[src/rtl/strap_pkg.sv]
// Constants and types shared by the serial mode and low-power strap logic.
package strap_pkg;

  // ----------------------------------------------------------------
  // Synchroniser layout
  // ----------------------------------------------------------------
  localparam int SYNC_STAGES = 2;
  localparam int SYNC_WIDTH = 3;
  localparam int SYNC_MODE_BIT = 0;
  localparam int SYNC_SCL_BIT = 1;
  localparam int SYNC_SDA_BIT = 2;
  localparam logic [SYNC_WIDTH-1:0] SYNC_RESET = 3'h0;

  // ----------------------------------------------------------------
  // Strap sampling timing
  // ----------------------------------------------------------------
  // Cycles after internal reset release before the synchronised pins hold
  // real pin levels and the straps are captured.
  localparam int SETTLE_W = 2;
  localparam logic [SETTLE_W-1:0] SETTLE_CYCLES = 2'h3;
  localparam logic [SETTLE_W-1:0] SETTLE_RESET = 2'h0;

  // ----------------------------------------------------------------
  // Reset values
  // ----------------------------------------------------------------
  localparam logic [1:0] RST_SYNC_RESET = 2'h0;
  localparam logic STRAP_RESET = 1'h0;
  localparam logic OE_N_RESET = 1'h1;
  localparam logic LINE_IDLE = 1'h1;
  localparam logic PIN_DRIVE_LEVEL = 1'h0;
  localparam logic FLAG_RESET = 1'h0;

  // ----------------------------------------------------------------
  // Strap sampler states
  // ----------------------------------------------------------------
  typedef enum logic [1:0] {
    ST_SETTLE,
    ST_HOLD
  } strap_state_t;

endpackage : strap_pkg

[src/rtl/sync_if.sv]
// Interface carrying raw pin levels into the synchroniser and synced levels back.
`timescale 1ns/1ns
interface sync_if #(
  parameter int WIDTH = 3
);
  logic [WIDTH-1:0] raw;
  logic [WIDTH-1:0] synced;

  modport src (output raw, input synced);
  modport sync (input raw, output synced);
endinterface : sync_if

[src/rtl/pin_sync.sv]
// Two-flop synchroniser bank for asynchronous pin inputs.
`timescale 1ns/1ns
module pin_sync
  import strap_pkg::*;
#(
  parameter int WIDTH = SYNC_WIDTH
) (
  // Clock and reset.
  input wire logic clk_in,
  input wire logic rst_n_in,
  // Pin levels in, synced levels out.
  sync_if.sync port
);

  logic [WIDTH-1:0] stage1_ff;
  logic [WIDTH-1:0] stage2_ff;
  logic [WIDTH-1:0] nxt_stage1;
  logic [WIDTH-1:0] nxt_stage2;

  // ----------------------------------------------------------------
  // Synchroniser chain
  // ----------------------------------------------------------------
  // The first stage is read only by the second stage.
  always_comb begin
    nxt_stage1 = port.raw;
    nxt_stage2 = stage1_ff;
  end

  // Both stages clear to a constant under reset.
  always_ff @(posedge clk_in or negedge rst_n_in) begin
    if (!rst_n_in) begin
      stage1_ff <= WIDTH'(SYNC_RESET);
      stage2_ff <= WIDTH'(SYNC_RESET);
    end else begin
      stage1_ff <= nxt_stage1;
      stage2_ff <= nxt_stage2;
    end
  end

  assign port.synced = stage2_ff;

endmodule : pin_sync

[src/rtl/serial_mode_and_lowpower_straps.sv]
// Serial port mode routing and reset-time low-power strap capture.
`timescale 1ns/1ns

// How it works
// - With the mode select high, the serial pins are routed to the EEPROM master engine.
// - With the mode select low, the serial pins are routed to the SMBus slave engine.
// - The clock pin is sampled after reset release and a low level enables U1 and U2.
// - A high clock strap stops the downstream ports initiating U1/U2 but still lets them accept it.
// - The clock strap is ignored whenever the data strap was sampled high.
// - The data pin is sampled after reset release; high disables U1 and U2, low lets the clock strap decide.
// - With an EEPROM or SMBus host present, the configured disable bit decides instead of straps.
module serial_mode_and_lowpower_straps
  import strap_pkg::*;
(
  // Clock and reset.
  input wire logic clk_in,
  input wire logic arst_n_in,
  // Mode select pin.
  input wire logic serial_mode_select_in,
  // Serial clock pin, open drain.
  input wire logic serial_clock_pin_in,
  output logic serial_clock_pin_out,
  output logic serial_clock_pin_oe_n_out,
  // Serial data pin, open drain.
  input wire logic serial_data_pin_in,
  output logic serial_data_pin_out,
  output logic serial_data_pin_oe_n_out,
  // EEPROM master engine side.
  input wire logic eeprom_clock_drive_low_in,
  input wire logic eeprom_data_drive_low_in,
  output logic eeprom_clock_out,
  output logic eeprom_data_out,
  output logic eeprom_mode_out,
  // SMBus slave engine side.
  input wire logic smbus_clock_drive_low_in,
  input wire logic smbus_data_drive_low_in,
  output logic smbus_clock_out,
  output logic smbus_data_out,
  output logic smbus_mode_out,
  // Serial clock edge pulses for the active engine.
  output logic serial_clock_rise_out,
  output logic serial_clock_fall_out,
  // Configuration from the loaded configuration register.
  input wire logic config_present_in,
  input wire logic link_low_power_disable_in,
  // Low-power policy for the downstream ports.
  output logic straps_valid_out,
  output logic low_power_accept_out,
  output logic low_power_initiate_out
);

  // ----------------------------------------------------------------
  // Reset release
  // ----------------------------------------------------------------
  logic [1:0] rst_sync_ff;
  logic [1:0] nxt_rst_sync;
  logic rst_n;

  // Assertion is immediate; release passes two flops.
  always_comb begin
    nxt_rst_sync = {rst_sync_ff[0], 1'b1};
  end

  always_ff @(posedge clk_in or negedge arst_n_in) begin
    if (!arst_n_in) begin
      rst_sync_ff <= RST_SYNC_RESET;
    end else begin
      rst_sync_ff <= nxt_rst_sync;
    end
  end

  assign rst_n = rst_sync_ff[1];

  // ----------------------------------------------------------------
  // Pin synchronisers
  // ----------------------------------------------------------------
  sync_if #(.WIDTH(SYNC_WIDTH)) pins ();

  assign pins.raw = {serial_data_pin_in, serial_clock_pin_in, serial_mode_select_in};

  pin_sync #(
    .WIDTH(SYNC_WIDTH)
  ) u_pin_sync (
    .clk_in(clk_in),
    .rst_n_in(rst_n),
    .port(pins.sync)
  );

  logic mode_eeprom;
  logic scl_level;
  logic sda_level;

  assign mode_eeprom = pins.synced[SYNC_MODE_BIT];
  assign scl_level = pins.synced[SYNC_SCL_BIT];
  assign sda_level = pins.synced[SYNC_SDA_BIT];

  // ----------------------------------------------------------------
  // Strap capture
  // ----------------------------------------------------------------
  strap_state_t state_ff;
  strap_state_t nxt_state;
  logic [SETTLE_W-1:0] settle_cnt_ff;
  logic [SETTLE_W-1:0] nxt_settle_cnt;
  logic strap_clock_ff;
  logic nxt_strap_clock;
  logic strap_data_ff;
  logic nxt_strap_data;
  logic strap_done;

  // Wait for the synchronisers to carry real levels, capture once, then hold.
  always_comb begin
    nxt_state = state_ff;
    nxt_settle_cnt = settle_cnt_ff;
    nxt_strap_clock = strap_clock_ff;
    nxt_strap_data = strap_data_ff;
    case (state_ff)
      ST_SETTLE: begin
        if (settle_cnt_ff == SETTLE_CYCLES) begin
          nxt_strap_clock = scl_level;
          nxt_strap_data = sda_level;
          nxt_state = ST_HOLD;
        end else begin
          nxt_settle_cnt = settle_cnt_ff + 1'b1;
        end
      end
      ST_HOLD: begin
        nxt_state = ST_HOLD;
      end
      default: begin
        nxt_state = ST_SETTLE;
      end
    endcase
  end

  always_ff @(posedge clk_in or negedge rst_n) begin
    if (!rst_n) begin
      state_ff <= ST_SETTLE;
      settle_cnt_ff <= SETTLE_RESET;
      strap_clock_ff <= STRAP_RESET;
      strap_data_ff <= STRAP_RESET;
    end else begin
      state_ff <= nxt_state;
      settle_cnt_ff <= nxt_settle_cnt;
      strap_clock_ff <= nxt_strap_clock;
      strap_data_ff <= nxt_strap_data;
    end
  end

  assign strap_done = (state_ff == ST_HOLD);

  // ----------------------------------------------------------------
  // Low-power policy
  // ----------------------------------------------------------------
  logic valid_ff;
  logic accept_ff;
  logic initiate_ff;
  logic nxt_valid;
  logic nxt_accept;
  logic nxt_initiate;

  // Nothing is allowed until the straps are known.
  always_comb begin
    nxt_valid = strap_done;
    nxt_accept = 1'b0;
    nxt_initiate = 1'b0;
    if (strap_done) begin
      if (config_present_in) begin
        nxt_accept = !link_low_power_disable_in;
        nxt_initiate = !link_low_power_disable_in;
      end else if (strap_data_ff) begin
        nxt_accept = 1'b0;
        nxt_initiate = 1'b0;
      end else if (strap_clock_ff) begin
        nxt_accept = 1'b1;
        nxt_initiate = 1'b0;
      end else begin
        nxt_accept = 1'b1;
        nxt_initiate = 1'b1;
      end
    end
  end

  always_ff @(posedge clk_in or negedge rst_n) begin
    if (!rst_n) begin
      valid_ff <= FLAG_RESET;
      accept_ff <= FLAG_RESET;
      initiate_ff <= FLAG_RESET;
    end else begin
      valid_ff <= nxt_valid;
      accept_ff <= nxt_accept;
      initiate_ff <= nxt_initiate;
    end
  end

  // ----------------------------------------------------------------
  // Pin routing by mode
  // ----------------------------------------------------------------
  logic scl_oe_n_ff;
  logic sda_oe_n_ff;
  logic eep_scl_ff;
  logic eep_sda_ff;
  logic smb_scl_ff;
  logic smb_sda_ff;
  logic eep_mode_ff;
  logic smb_mode_ff;
  logic pin_level_ff;
  logic nxt_scl_oe_n;
  logic nxt_sda_oe_n;
  logic nxt_eep_scl;
  logic nxt_eep_sda;
  logic nxt_smb_scl;
  logic nxt_smb_sda;
  logic nxt_eep_mode;
  logic nxt_smb_mode;

  // The pins stay released until the straps are captured, so the strap
  // levels are never masked by our own drive. The idle engine sees a
  // quiet high bus.
  always_comb begin
    nxt_scl_oe_n = OE_N_RESET;
    nxt_sda_oe_n = OE_N_RESET;
    nxt_eep_scl = LINE_IDLE;
    nxt_eep_sda = LINE_IDLE;
    nxt_smb_scl = LINE_IDLE;
    nxt_smb_sda = LINE_IDLE;
    nxt_eep_mode = 1'b0;
    nxt_smb_mode = 1'b0;
    if (strap_done) begin
      if (mode_eeprom) begin
        nxt_eep_mode = 1'b1;
        nxt_scl_oe_n = !eeprom_clock_drive_low_in;
        nxt_sda_oe_n = !eeprom_data_drive_low_in;
        nxt_eep_scl = scl_level;
        nxt_eep_sda = sda_level;
      end else begin
        nxt_smb_mode = 1'b1;
        nxt_scl_oe_n = !smbus_clock_drive_low_in;
        nxt_sda_oe_n = !smbus_data_drive_low_in;
        nxt_smb_scl = scl_level;
        nxt_smb_sda = sda_level;
      end
    end
  end

  always_ff @(posedge clk_in or negedge rst_n) begin
    if (!rst_n) begin
      scl_oe_n_ff <= OE_N_RESET;
      sda_oe_n_ff <= OE_N_RESET;
      eep_scl_ff <= LINE_IDLE;
      eep_sda_ff <= LINE_IDLE;
      smb_scl_ff <= LINE_IDLE;
      smb_sda_ff <= LINE_IDLE;
      eep_mode_ff <= FLAG_RESET;
      smb_mode_ff <= FLAG_RESET;
      pin_level_ff <= PIN_DRIVE_LEVEL;
    end else begin
      scl_oe_n_ff <= nxt_scl_oe_n;
      sda_oe_n_ff <= nxt_sda_oe_n;
      eep_scl_ff <= nxt_eep_scl;
      eep_sda_ff <= nxt_eep_sda;
      smb_scl_ff <= nxt_smb_scl;
      smb_sda_ff <= nxt_smb_sda;
      eep_mode_ff <= nxt_eep_mode;
      smb_mode_ff <= nxt_smb_mode;
      pin_level_ff <= PIN_DRIVE_LEVEL; // Open drain only ever pulls low.
    end
  end

  // ----------------------------------------------------------------
  // Serial clock edge detection
  // ----------------------------------------------------------------
  logic scl_prev_ff;
  logic rise_ff;
  logic fall_ff;
  logic nxt_scl_prev;
  logic nxt_rise;
  logic nxt_fall;

  // Edges are found on the synchronised level, only once routing is live.
  always_comb begin
    nxt_scl_prev = scl_level;
    nxt_rise = strap_done && scl_level && !scl_prev_ff;
    nxt_fall = strap_done && !scl_level && scl_prev_ff;
  end

  always_ff @(posedge clk_in or negedge rst_n) begin
    if (!rst_n) begin
      scl_prev_ff <= FLAG_RESET;
      rise_ff <= FLAG_RESET;
      fall_ff <= FLAG_RESET;
    end else begin
      scl_prev_ff <= nxt_scl_prev;
      rise_ff <= nxt_rise;
      fall_ff <= nxt_fall;
    end
  end

  // ----------------------------------------------------------------
  // Outputs
  // ----------------------------------------------------------------
  assign serial_clock_pin_out = pin_level_ff;
  assign serial_clock_pin_oe_n_out = scl_oe_n_ff;
  assign serial_data_pin_out = pin_level_ff;
  assign serial_data_pin_oe_n_out = sda_oe_n_ff;
  assign eeprom_clock_out = eep_scl_ff;
  assign eeprom_data_out = eep_sda_ff;
  assign eeprom_mode_out = eep_mode_ff;
  assign smbus_clock_out = smb_scl_ff;
  assign smbus_data_out = smb_sda_ff;
  assign smbus_mode_out = smb_mode_ff;
  assign serial_clock_rise_out = rise_ff;
  assign serial_clock_fall_out = fall_ff;
  assign straps_valid_out = valid_ff;
  assign low_power_accept_out = accept_ff;
  assign low_power_initiate_out = initiate_ff;

endmodule : serial_mode_and_lowpower_straps

[config.mk]
export PLATFORM = sky130hd
export DESIGN_NAME = serial_mode_and_lowpower_straps
export DESIGN_NICKNAME = d
export VERILOG_FILES = /design/src/rtl/strap_pkg.sv /design/src/rtl/sync_if.sv /design/src/rtl/pin_sync.sv /design/src/rtl/serial_mode_and_lowpower_straps.sv
export SDC_FILE = /design/constraint.sdc
export NUM_CORES = 1
export LEC_CHECK = 0
export BUFFER_PORTS_ARGS = -buffer_cell sky130_fd_sc_hd__buf_4
export CAP_MARGIN = 20
export CORE_MARGIN = 2
export CORE_UTILIZATION = 48
export CTS_CLUSTER_SIZE = 28
export DETAILED_ROUTE_END_ITERATION = 10
export PLACE_DENSITY_LB_ADDON = 0.25
export SYNTH_ARGS = -nofsm -noshare
export SYNTH_HDL_FRONTEND = slang
export SYNTH_HIERARCHICAL = 1
export SYNTH_SLANG_ARGS = --single-unit
[constraint.sdc]
create_clock -name clk_in -period 1.3 [get_ports clk_in]
set_clock_uncertainty 0.15 [all_clocks]
set_input_delay 0 -clock clk_in [delete_from_list [all_inputs] [get_ports clk_in]]
set_output_delay 0 -clock clk_in [all_outputs]
set_load 0.005 [all_outputs]
## Word-level counts from Yosys, hierarchy flattened

Index checks and enable logic that the tools add are counted.

| storage, ports and cells | value |
|---|---|
| output and inout port bits | 15 |
| bits in registers | 28 |
| bits of input ports | 11 |
| logic and storage cells | 65 |

| operators by class | value |
|---|---|
| equality and inequality tests | 3 |
| add/subtract/negate cells | 1 |
| reduce and logical (&&, ||, !) cells | 14 |
| bitwise operators | 1 |
| mux-type cells | 25 |

Operators with widths:

| kind | number |
|---|---|
| $mux W1 | 23 |
| $logic_not A1 Y1 | 7 |
| $logic_and A1 B1 Y1 | 4 |
| $pmux W2 S2 | 1 |
| $reduce_and A2 Y1 | 2 |
| $add A2 B1 Y2 const B | 1 |
| $eq A2 B1 Y1 const B | 1 |
| $eq A2 B2 Y1 const B | 1 |
| $logic_not A2 Y1 | 1 |
| $mux W2 | 1 |
| $ne A2 B2 Y1 const B | 1 |
| $not A1 Y1 | 1 |

## Longest topological paths before layout

Gate-level depths: netlist of the first run.

| logic depth | value |
|---|---|
| depth in word-level cells | 4 |
| depth in mapped cells | 3 |
| gate-level depth less buffers | 3 |

## Cells and area by module

Netlist of the first run, hierarchy kept.

Modules (own cells, without submodules):

| module | seq. area each (um^2) | times used | area an instance (um^2) | cells each |
|---|---|---|---|---|
| serial_mode_and_lowpower_straps | 533.0 | 1 | 753.2 | 53 |
| pin_sync | 150.1 | 1 | 150.1 | 6 |

## Worst setup path before layout of the first run

OpenSTA, ideal clock, no wires.

| timing | value |
|---|---|
| kind | reg2reg |
| start | register settle_cnt_ff[0] |
| end | register settle_cnt_ff[1] |
| setup time | 125 ps |
| clock period less this slack | 1,362 ps |
| arrival time | 1,088 ps |
| data required time | 1,025 ps |
| stages on the path, launching flop included | 4 |
| path slack | -62 ps |
| buffers on the path | 0 |
| cells stage by stage | dfrtp_1 -> ha_1 -> nor2_1 -> mux2_2 |

| on the way | value |
|---|---|
| word-level cells in the longest chain between the ends | 3 |
| elaborated cells between the ends (all ways) | 4 |
| those cells by class | add/sub (1); eq/ne (1); bitwise (1); reduce/logical (1) |

Ends and longest elaborated chain:

| item | line | text |
|---|---|---|
| start, declared | serial_mode_and_lowpower_straps.sv:102 | `logic [SETTLE_W-1:0] settle_cnt_ff;` |
| start signal, assigned | serial_mode_and_lowpower_straps.sv:143 | `settle_cnt_ff <= nxt_settle_cnt;` |
| $eq A2 B2 Y1 | serial_mode_and_lowpower_straps.sv:118 | `if (settle_cnt_ff == SETTLE_CYCLES) begin` |
| $not A1 Y1 (no source line) | - |  |
| $reduce_and A2 Y1 (no source line) | - |  |

Parallel ways exist; a longest one is shown, timed or not.
A chain may end at the register's enable or synchronous reset.

## Final worst setup path of the first run

| timing | value |
|---|---|
| start | register settle_cnt_ff[0] |
| end | register strap_clock_ff |

| on the way | value |
|---|---|
| word-level cells in the longest chain between the ends | 2 |

Ends and longest elaborated chain:

| item | line | text |
|---|---|---|
| $eq A2 B2 Y1 | serial_mode_and_lowpower_straps.sv:118 |  |
| $reduce_and A2 Y1 (no source line) | - |  |
| end signal, assigned | serial_mode_and_lowpower_straps.sv:144 | `strap_clock_ff <= nxt_strap_clock;` |
| end, declared | serial_mode_and_lowpower_straps.sv:104 | `logic strap_clock_ff;` |

Every way passes these cells.

==> results of run 1 <==
==> cell families after synthesis <==
family          synth area share [%]
compound gates                  1.66
flops                           75.6
xor+xnor                       0.970
mux                             6.23
buf+inv                         2.91
fa+ha+maj                       1.38
other cells                    0.831
simple gates                    10.4
==> metal layers <==
metal	part of all wire (%)	wire length (um)	vias up	track usage (%)
met4	1.7	23	0	8.33
li1	-	-	266	-
met1	41	543	256	17.2
met5	0	0	-	0
met2	51	670	19	23.5
met3	6.1	81	2	3.46
==> state kept, by name (all words and copies together) (netlist names), 2 cells and up <==
signal and flops:
settle_cnt_ff 2, rst_sync_ff 2, u_pin_sync/nxt_stage2 3, u_pin_sync/port.synced 3
==> metrics by stage <==
step / setup TNS (ps) / hold WS (ps)
2_1_floorplan: 0 / -446
3_3_place_gp: 0 / -366
3_5_place_dp: -47.7 / -365
4_1_cts: -75.6 / 27.2
5_1_grt: -121 / 57.6
6_report: -56.7 / 10.9
==> critical path: cells and delay by family, from the launching register on <==
family                     cells  cell delay [ps]
muxes                          1              270
and+or+nand+nor                1              200
DFF                            1              430
adders and majority gates      1              180
==> layout make-up <==
type | count | area share [%]
Inverter | 1 | 0.289
Clock buffer | 4 | 2.03
Multi-Input combinational cell | 29 | 16.8
Tap cell | 25 | 2.41
Sequential cell | 27 | 52.7
Timing Repair Buffer | 41 | 25.8
==> power breakdown <==
part           switching [W]  total [W]  internal [W]  leakage (nW)
Combinational      0.0000406   0.000128     0.0000874         0.274
Clock               0.000217   0.000337      0.000120        0.0150
Sequential         0.0000212   0.000908      0.000887         0.300
Total               0.000279    0.00137       0.00109         0.589
==> Yosys cell counts (all sizes together) <==
cell type	n	share of area [%]
nor2	3	1.2
nand2b	1	0.69
or3b	1	0.97
and2	2	1.4
xor2	1	0.97
conb	2	0.83
dfstp	6	17
nor3	1	0.55
inv	1	0.42
nor2b	3	2.1
nand3b	1	0.83
mux2	5	6.2
nand2	4	1.7
buf	3	2.5
and2b	1	0.97
ha	1	1.4
dfrtp	21	58
o21a	2	1.7
==> timing repair <==
item / in CTS / in global routing
hold endpoints to repair: 9 / 0
setup endpoints to repair: 3 / 3
resized for setup: 0 / 1
hold buffers: 11 / 0
pin swaps: 2 / 1
buffers inserted: 0 / 1
==> worst paths after layout <==
check / startpoint / to / slack, ps / cells after the start
worst max-delay path: settle_cnt_ff[0] / strap_clock_ff / -30 / 3
worst min-delay path: rst_sync_ff[1] / eeprom_mode_out / 10 / 0
worst max register to register: settle_cnt_ff[0] / strap_clock_ff / -30 / 3
worst min register to register: rst_sync_ff[1] / eeprom_mode_out / 10 / 0
max in group asynchronous: arst_n_in / rst_sync_ff[0] / 510 / 3
min in group clk_in: serial_clock_pin_in / u_pin_sync/nxt_stage2[1] / 180 / 2
==> placed cells by master (no fill, tap or decap) <==
cell type,n
buf_4,30
dfrtp_1,21
dlygate4sd3_1,11
dfstp_2,6
mux2_2,5
nand2_1,4
nor2b_1,3
conb_1,3
clkbuf_4,3
nor2_1,2
and2_1,2
o21a_1,2
nor3_1,1
or3b_1,1
nand2b_1,1
nand3b_1,1
and2b_2,1
nor2_4,1
inv_1,1
xor2_1,1
ha_4,1
clkbuf_1,1
==> impl_metrics.csv, run 1 <==
group,metric,value,unit
placed_design,gp_congestion,0.660,
final_layout,diodes,0,
final_layout,layout.filler_cells,125,
final_layout,syn_to_final_growth,43.6,%
setup_path,crit_arrival,1390,ps
final_layout,final_cell_count_no_fill,127,
clock_network,clk_pin_slew_worst_paths,130,ps
route,viasPerCell,4.28,
route,ant_nets,0,
setup_path,critPathMaxFanout,2,
global_route,grt_max_degree,15,
setup_path,path_cells,"ha_4 -> and2b_2 -> mux2_2",
clock_network,cts_tree,"yes",
floorplanning,dieArea,0.00224,mm^2
route,wl_per_cell,10.4,um
sta,post-route-period-util,102,%
final_layout,multi_input_area,218,um^2
global_route,grt_use_total,14.4,%
placed_design,hpwl,881,um
synthesis,ys.warnings.count,6,
final_layout,fin_nets,115,
synthesis,syn_area_per_cell,15.3,um^2
route,routed_wl,1320,um
global_route,grt_pass1_wl,2130,um
floorplanning,start_util,51.8,%
synthesis,synthCells,59,
final_layout,regArea,683,um^2
placed_design,placed_area,0.00114,mm^2
sta,worst_slack,-30.4,ps
outcome,violations,"setup timing",
placed_design,placed_cells,111,
clock_network,worstSkewPairLatency,310,ps
floorplanning,dieHeight,47.4,um
power,power.total,0.00137,W
clock_network,cts_buffers,3,
clock_network,cts_num_sinks,27,
clock_network,clock_path_buffers,2,
sta,setup_viol,2,
floorplanning,core-area,0.00175,mm^2
route,drc,0,
synthesis,synth.distinct_cells,18,
final_layout,design_area,0.00130,mm^2
route,vias,543,
sta,min_period,1330,ps
clock_network,ctsHtreeMaxLevel,1,
floorplanning,die_x,47.4,um
sta,slew_viol_final,0,
floorplanning,ios,26,
floorplanning,rows,15,
sta,rsz0062_at_grt,"true",
route,dr.first_iter.drc_count,1,
power,power.leakage,0.589,nW
worst_hold_path,hold_path_class,"reg -> async",
global_route,grt_pass1_vias,498,
clock_network,cts-root-buf,"clkbuf_4",
setup_path,crit_slowest_cell,"dfrtp_1",
setup_path,path_class,"reg -> reg",
setup_path,crit_path_max_incr_delay,430,ps
setup_path,required,1360,ps
synthesis,synth-seq-cells,27,
sta,fmax,752,MHz
final_layout,final_core_util,74.3,%
final_layout,final_layout_size_suffix_gt1_share,46.1,%
power,ir_drop,749,uV
power,p_per_area,1060,mW/mm^2
outcome,status,"complete, but fails checks",
sta,hold_viol,0,
synthesis,ys_seq_area_share,75.6,%
setup_path,start_kind,"register",
global_route,grt_overflow,0,
flow_run,drv_cap,0,
route,firstDrtPassIters,2,
global_route,antenna_found_initial,0,
setup_path,end_kind,"register",
placed_design,port_buffers,23,
synthesis,syn_area,903,um^2
placed_design,dp_worst_setup_slack,-24.4,ps
Note: power is estimated with default switching activity, not from simulation.
==> inputs of run 2 (changes only) <==
- ABC_AREA: not set -> 1
- CAP_MARGIN: 20 -> not set
- CORE_UTILIZATION: 48 -> 49
==> impl_metrics.csv, run 2 <==
group,metric,value,unit
outcome,status,"finished, final reports clean",
sta,rsz0062_at_grt,"false",
sta,tns,0,ps
synthesis,synth_commonest_cells,"nand2_1, dfrtp_1, inv_1, nor2_1, dfstp_2",
power,p_comb_share,10.1,%
placed_design,placed_cells,127,
floorplanning,dieArea,0.00226,mm^2
route,ant_nets,0,
floorplanning,dieHeight,47.5,um
clock_network,cts_num_sinks,27,
flow_run,drv_cap,0,
setup_path,required,1370,ps
final_layout,layout.filler_cells,123,
setup_path,crit_arrival,1250,ps
route,drc,0,
power,ir_drop,927,uV
synthesis,syn_area_per_cell,11.6,um^2
clock_network,clock_path_buffers,2,
final_layout,final_layout_size_suffix_gt1_share,33.9,%
clock_network,cts_buffers,3,
setup_path,path_class,"reg -> reg",
synthesis,synth_area_leaders,"dfrtp_1, dfstp_2, nand2_1",
synthesis,synth_most_common_cell,"nand2_1",
route,dr.first_iter.drc_count,5,
route,viasPerCell,4.25,
worst_hold_path,hold_path_class,"reg -> async",
placed_design,port_buffers,23,
setup_path,critPathLaunch,"settle_cnt_ff[0]",
setup_path,start_kind,"register",
global_route,grt_max_degree,21,
synthesis,synth_top_area_share,56.7,%
floorplanning,ios,26,
setup_path,r2r_start,"settle_cnt_ff[0]",
synthesis,synthArstFlopShare,100,%
clock_network,worstSkewPairLatency,310,ps
global_route,grt_pass1_wl,2260,um
setup_path,critPathMaxFanout,3,
route,vias,608,
floorplanning,rows,15,
power,p_per_area,1090,mW/mm^2
global_route,antenna_found_initial,0,
synthesis,synth-seq-cells,27,
power,power.leakage,0.653,nW
clock_network,cts_tree,"yes",
route,firstDrtPassIters,2,
final_layout,fin_nets,131,
placed_design,gp_congestion,0.671,
power,seqPwrFrac,65.2,%
sta,hold_viol,0,
sta,fmax,846,MHz
sta,whs,82.6,ps
global_route,grt_use_total,15.0,%
final_layout,regArea,683,um^2
clock_network,cts_resized,0,
sta,slew_viol_final,0,
final_layout,multi_input_area,185,um^2
power,power.clock.fraction,24.7,%
synthesis,synth_edf_count,0,
clock_network,cts-root-buf,"clkbuf_4",
final_layout,layout_common_cells,"nand2_1, buf_4, dfrtp_1",
sta,setup_viol,0,
synthesis,synth_flop_cell,"dfrtp_1",
clock_network,clk_pin_slew_worst_paths,130,ps
floorplanning,start_util,53.1,%
power,intPower,0.00109,W
route,routed_wl,1410,um
final_layout,diodes,0,
setup_path,end_kind,"register",
final_layout,final_cell_count_no_fill,143,
power,p_sw,0.000297,W
synthesis,synth_area_leader_cell,"dfrtp_1",
sta,min_period,1180,ps
route,wl_per_cell,9.87,um
synthesis,ys_seq_area_share,73.7,%
power,netSwitchingFraction,21.4,%
synthesis,synthCells,80,
floorplanning,core-area,0.00175,mm^2
synthesis,ys.warnings.count,6,
clock_network,ctsHtreeMaxLevel,1,
final_layout,final_common_cell,"nand2_1",
sta,post-route-period-util,90.9,%
global_route,grt_overflow,0,
synthesis,synth.distinct_cells,16,
final_layout,syn_to_final_growth,37.7,%
global_route,grt_pass1_vias,571,
floorplanning,die_x,47.5,um
synthesis,syn_area,927,um^2
[run 2: cell count changes after synthesis, moves of 2 or more]
cell / previous run / this run
and2_1: 2 / 0
inv_1: 1 / 7
mux2_2: 5 / 0
nand2_1: 4 / 24
nor2_1: 3 / 7
nor2_2: 0 / 2
nor2b_1: 3 / 0
o21a_1: 2 / 0
o21ai_1: 0 / 2
[run 2: through the flow]
| stage | worst slack [ps] | util (%) | cell area [um^2] | power, W |
|---|---|---|---|---|
| after floorplan | 212 | - | 931 | 0.000962 |
| after global placement | 169 | 64.7 | 1130 | 0.00103 |
| after detailed placement | 130 | 64.7 | 1130 | 0.00103 |
| after CTS | 109 | 73.1 | 1280 | 0.00140 |
| after global routing | 39.7 | 73.1 | 1280 | 0.00145 |
| final | 118 | 73.1 | 1280 | 0.00139 |
[run 2: worst max-delay path, stage by stage (launching register included)]
cell and delay, ps:
dfrtp_1 420, ha_1 240, inv_1 90, nor2_1 60, nand2_1 80, nand2_1 50
[run 2: power by group through the flow]
| stage | Combinational [W] | Clock [W] | Sequential, W |
|---|---|---|---|
| 6_report | 0.000140 | 0.000342 | 0.000904 |
| 3_3_place_gp | 0.000107 | 0 | 0.000921 |
| 2_1_floorplan | 0.0000315 | 0 | 0.000931 |
| 3_5_place_dp | 0.000110 | 0 | 0.000923 |
| 5_1_grt | 0.000158 | 0.000385 | 0.000910 |
| 4_1_cts | 0.000141 | 0.000351 | 0.000905 |
[run 2: kinds of logic (layout without fill, tap and decap cells)]
logic type | count (synthesis) | after routing | share of synthesized area (%)
AOI/OAI and AO/OA | 2 | 2 | 1.08
adders and majority gates | 1 | 1 | 1.35
buffers and inverters | 12 | 49 | 6.75
DFF | 27 | 27 | 73.7
other | 2 | 3 | 0.810
and+or+nand+nor | 36 | 36 | 16.3
[run 2: timing repair]
item,4_1_cts,5_1_grt
endpoints found under the setup margin,0,0
endpoints found under the hold margin,14,0
setup buffers,0,0
hold buffers,12,0
[run 2: area by class of cell]
class                   instances  share of cell area, %
well taps                      25                   2.45
inverters                       9                   2.84
flip-flops and latches         27                   53.5
clock inverters                 1                  0.392
clock buffers                   3                   1.76
multi-input cells              42                   14.5
repair buffers                 36                   24.5
[run 2: path summary, 6_finish.rpt]
kind,cells after the start,to,slack (ps)
setup reg to reg,5,strap_data_ff,120
hold / removal,1,u_pin_sync/port.synced[0],80
hold reg to reg,1,u_pin_sync/port.synced[0],80
setup / recovery,5,strap_data_ff,120
min in group clk_in,2,u_pin_sync/nxt_stage2[0],180
max in group asynchronous,1,u_pin_sync/nxt_stage2[2],240
[run 2: per-layer routing]
layer | share of wire (%) | vias to the layer above | track usage (%)
li1 | - | 307 | -
met3 | 3.5 | 4 | 2.26
met1 | 41 | 280 | 16.9
met5 | 0 | - | 0
met2 | 53 | 17 | 26.2
met4 | 2.3 | 0 | 10.0
==> inputs of run 3 (changes only) <==
- CORE_UTILIZATION: 49 -> 35
- SYNTH_HIERARCHICAL: 1 -> not set
- clock period: 1.3 -> 1 ns (I/O delays scaled with it)
==> impl_metrics.csv, run 3 <==
group,metric,value,unit
sta,tns,-810,ps
sta,min_period,1100,ps
clock_network,worstSkewPairLatency,310,ps
floorplanning,start_util,37.1,%
power,intPower,0.00144,W
synthesis,synth_flop_cell,"dfrtp_1",
floorplanning,dieArea,0.00308,mm^2
route,drc,0,
final_layout,syn_to_final_growth,48.9,%
route,routed_wl,1450,um
setup_path,crit_slowest_cell,"dfstp_2",
setup_path,crit_family,"flip-flops",
placed_design,port_buffers,23,
floorplanning,ios,26,
synthesis,synth_top_area_share,56.7,%
setup_path,end_kind,"output port",
setup_path,crit_buf_inv,1,
setup_path,crit_path_max_incr_delay,550,ps
power,ir_drop,1170,uV
clock_network,cts_tree,"yes",
synthesis,synthCells,80,
clock_network,cts-root-buf,"clkbuf_4",
placed_design,dp_worst_setup_slack,-71.1,ps
placed_design,placed_area,0.00115,mm^2
outcome,status,"complete, but fails checks",
power,p_comb_share,10.8,%
synthesis,synth_edf_count,0,
route,dr.first_iter.drc_count,1,
sta,post-route-period-util,110,%
flow_run,drv_cap,0,
setup_path,start_kind,"register",
worst_hold_path,hold_path_class,"reg -> async",
route,vias,631,
floorplanning,core-area,0.00250,mm^2
route,viasPerCell,4.15,
synthesis,synth_area_leaders,"dfrtp_1, dfstp_2, nand2_1",
sta,whs,67.6,ps
setup_path,path_class,"reg -> out",
synthesis,synth.distinct_cells,16,
synthesis,synth_most_common_cell,"nand2_1",
route,ant_nets,0,
synthesis,synth_area_leader_cell,"dfrtp_1",
sta,fmax,907,MHz
clock_network,clock_path_buffers,2,
outcome,violations,"setup timing",
floorplanning,die_x,55.5,um
final_layout,layout_common_cells,"nand2_1, dfrtp_1, buf_4",
floorplanning,rows,18,
global_route,antenna_found_initial,0,
synthesis,syn_area,927,um^2
synthesis,synthArstFlopShare,100,%
clock_network,clk_pin_slew_worst_paths,130,ps
power,p_sw,0.000383,W
synthesis,ys_seq_area_share,73.7,%
final_layout,final_layout_size_suffix_gt1_share,40.2,%
final_layout,diodes,0,
setup_path,required,850,ps
placed_design,hpwl,983,um
sta,rsz0062_at_grt,"true",
setup_path,critPathMaxFanout,1,
final_layout,design_area,0.00138,mm^2
power,power.total,0.00182,W
final_layout,fin_nets,135,
placed_design,gp_congestion,0.688,
power,seqPwrFrac,64.9,%
synthesis,synth_commonest_cells,"nand2_1, dfrtp_1, inv_1, nor2_1, dfstp_2",
global_route,grt_overflow,0,
synthesis,synth-seq-cells,27,
power,netSwitchingFraction,21.0,%
final_layout,layout.filler_cells,213,
sta,slew_viol_final,0,
clock_network,cts_buffers,3,
power,power.clock.fraction,24.3,%
global_route,grt_pass1_wl,2750,um
power,p_per_area,1320,mW/mm^2
sta,hold_viol,0,
global_route,grt_use_total,11.2,%
sta,worst_slack,-102,ps
clock_network,ctsHtreeMaxLevel,1,
global_route,grt_max_degree,24,
route,wl_per_cell,9.57,um
floorplanning,dieHeight,55.5,um
synthesis,syn_area_per_cell,11.6,um^2
global_route,grt_pass1_vias,635,
route,firstDrtPassIters,2,
final_layout,final_common_cell,"nand2_1",
setup_path,path_cells,"buf_6",
clock_network,cts_num_sinks,27,
sta,setup_viol,10,
synthesis,ys.warnings.count,0,
power,power.leakage,0.693,nW
setup_path,crit_arrival,950,ps
-- run 3: layout make-up --
type	count	area (um^2)	area share, %
sequential	27	686	49.7
timing repair buffer	40	384	27.8
multi-input combinational	42	208	15.0
inverter	9	38.8	2.81
tap	30	37.5	2.72
clock buffer	4	26.3	1.90
-- run 3: final timing paths --
check / cells past startpoint / slack [ps] / start / endpoint
setup / recovery: 1 / -100 / eeprom_data_out / eeprom_data_out
hold / removal: 1 / 70 / rst_sync_ff[1] / scl_prev_ff
setup reg to reg: 5 / -70 / settle_cnt_ff[0] / settle_cnt_ff[0]
hold reg to reg: 1 / 70 / rst_sync_ff[1] / scl_prev_ff
max in group asynchronous: 1 / 70 / rst_sync_ff[1] / u_pin_sync.nxt_stage2[1]
min in group clk_in: 2 / 180 / serial_clock_pin_in / u_pin_sync.nxt_stage2[1]
-- run 3: power groups by stage --
stage,registers (W),logic (W),clock network [W]
detailed placement,0.00120,0.000146,0
global placement,0.00120,0.000144,0
CTS,0.00118,0.000194,0.000471
finish,0.00118,0.000197,0.000443
global route,0.00119,0.000219,0.000510
floorplan,0.00121,0.0000409,0
-- run 3: logic make-up (layout without fill, tap and decap cells) --
kind of cell	count (synthesis)	count (layout)	share of synthesized area, %
flops	27	27	73.7
compound gates	2	2	1.08
fa+ha+maj	1	1	1.35
buf+inv	12	53	6.75
other cells	2	3	0.810
simple gates	36	36	16.3
-- run 3: metal layers --
layer / vias up / track usage [%] / part of all wire [%]
met5: - / 0 / 0
met4: 0 / 2.09 / 0.83
met3: 2 / 4.92 / 5.7
met2: 20 / 19.0 / 53
met1: 292 / 13.3 / 41
li1: 317 / - / -
-- run 3: repair_timing --
action | in CTS | in global routing
hold endpoints to repair | 11 | 0
hold buffers | 12 | 0
resized for setup | 9 | 9
pin swaps | 1 | 2
endpoints found under the setup margin | 16 | 19
buffers inserted | 1 | 1
-- run 3: metrics by stage --
step	util [%]	std cells
2_1_floorplan	-	81
3_3_place_gp	46.1	134
3_5_place_dp	46.1	134
4_1_cts	53.5	151
5_1_grt	55.2	152
6_report	55.2	152
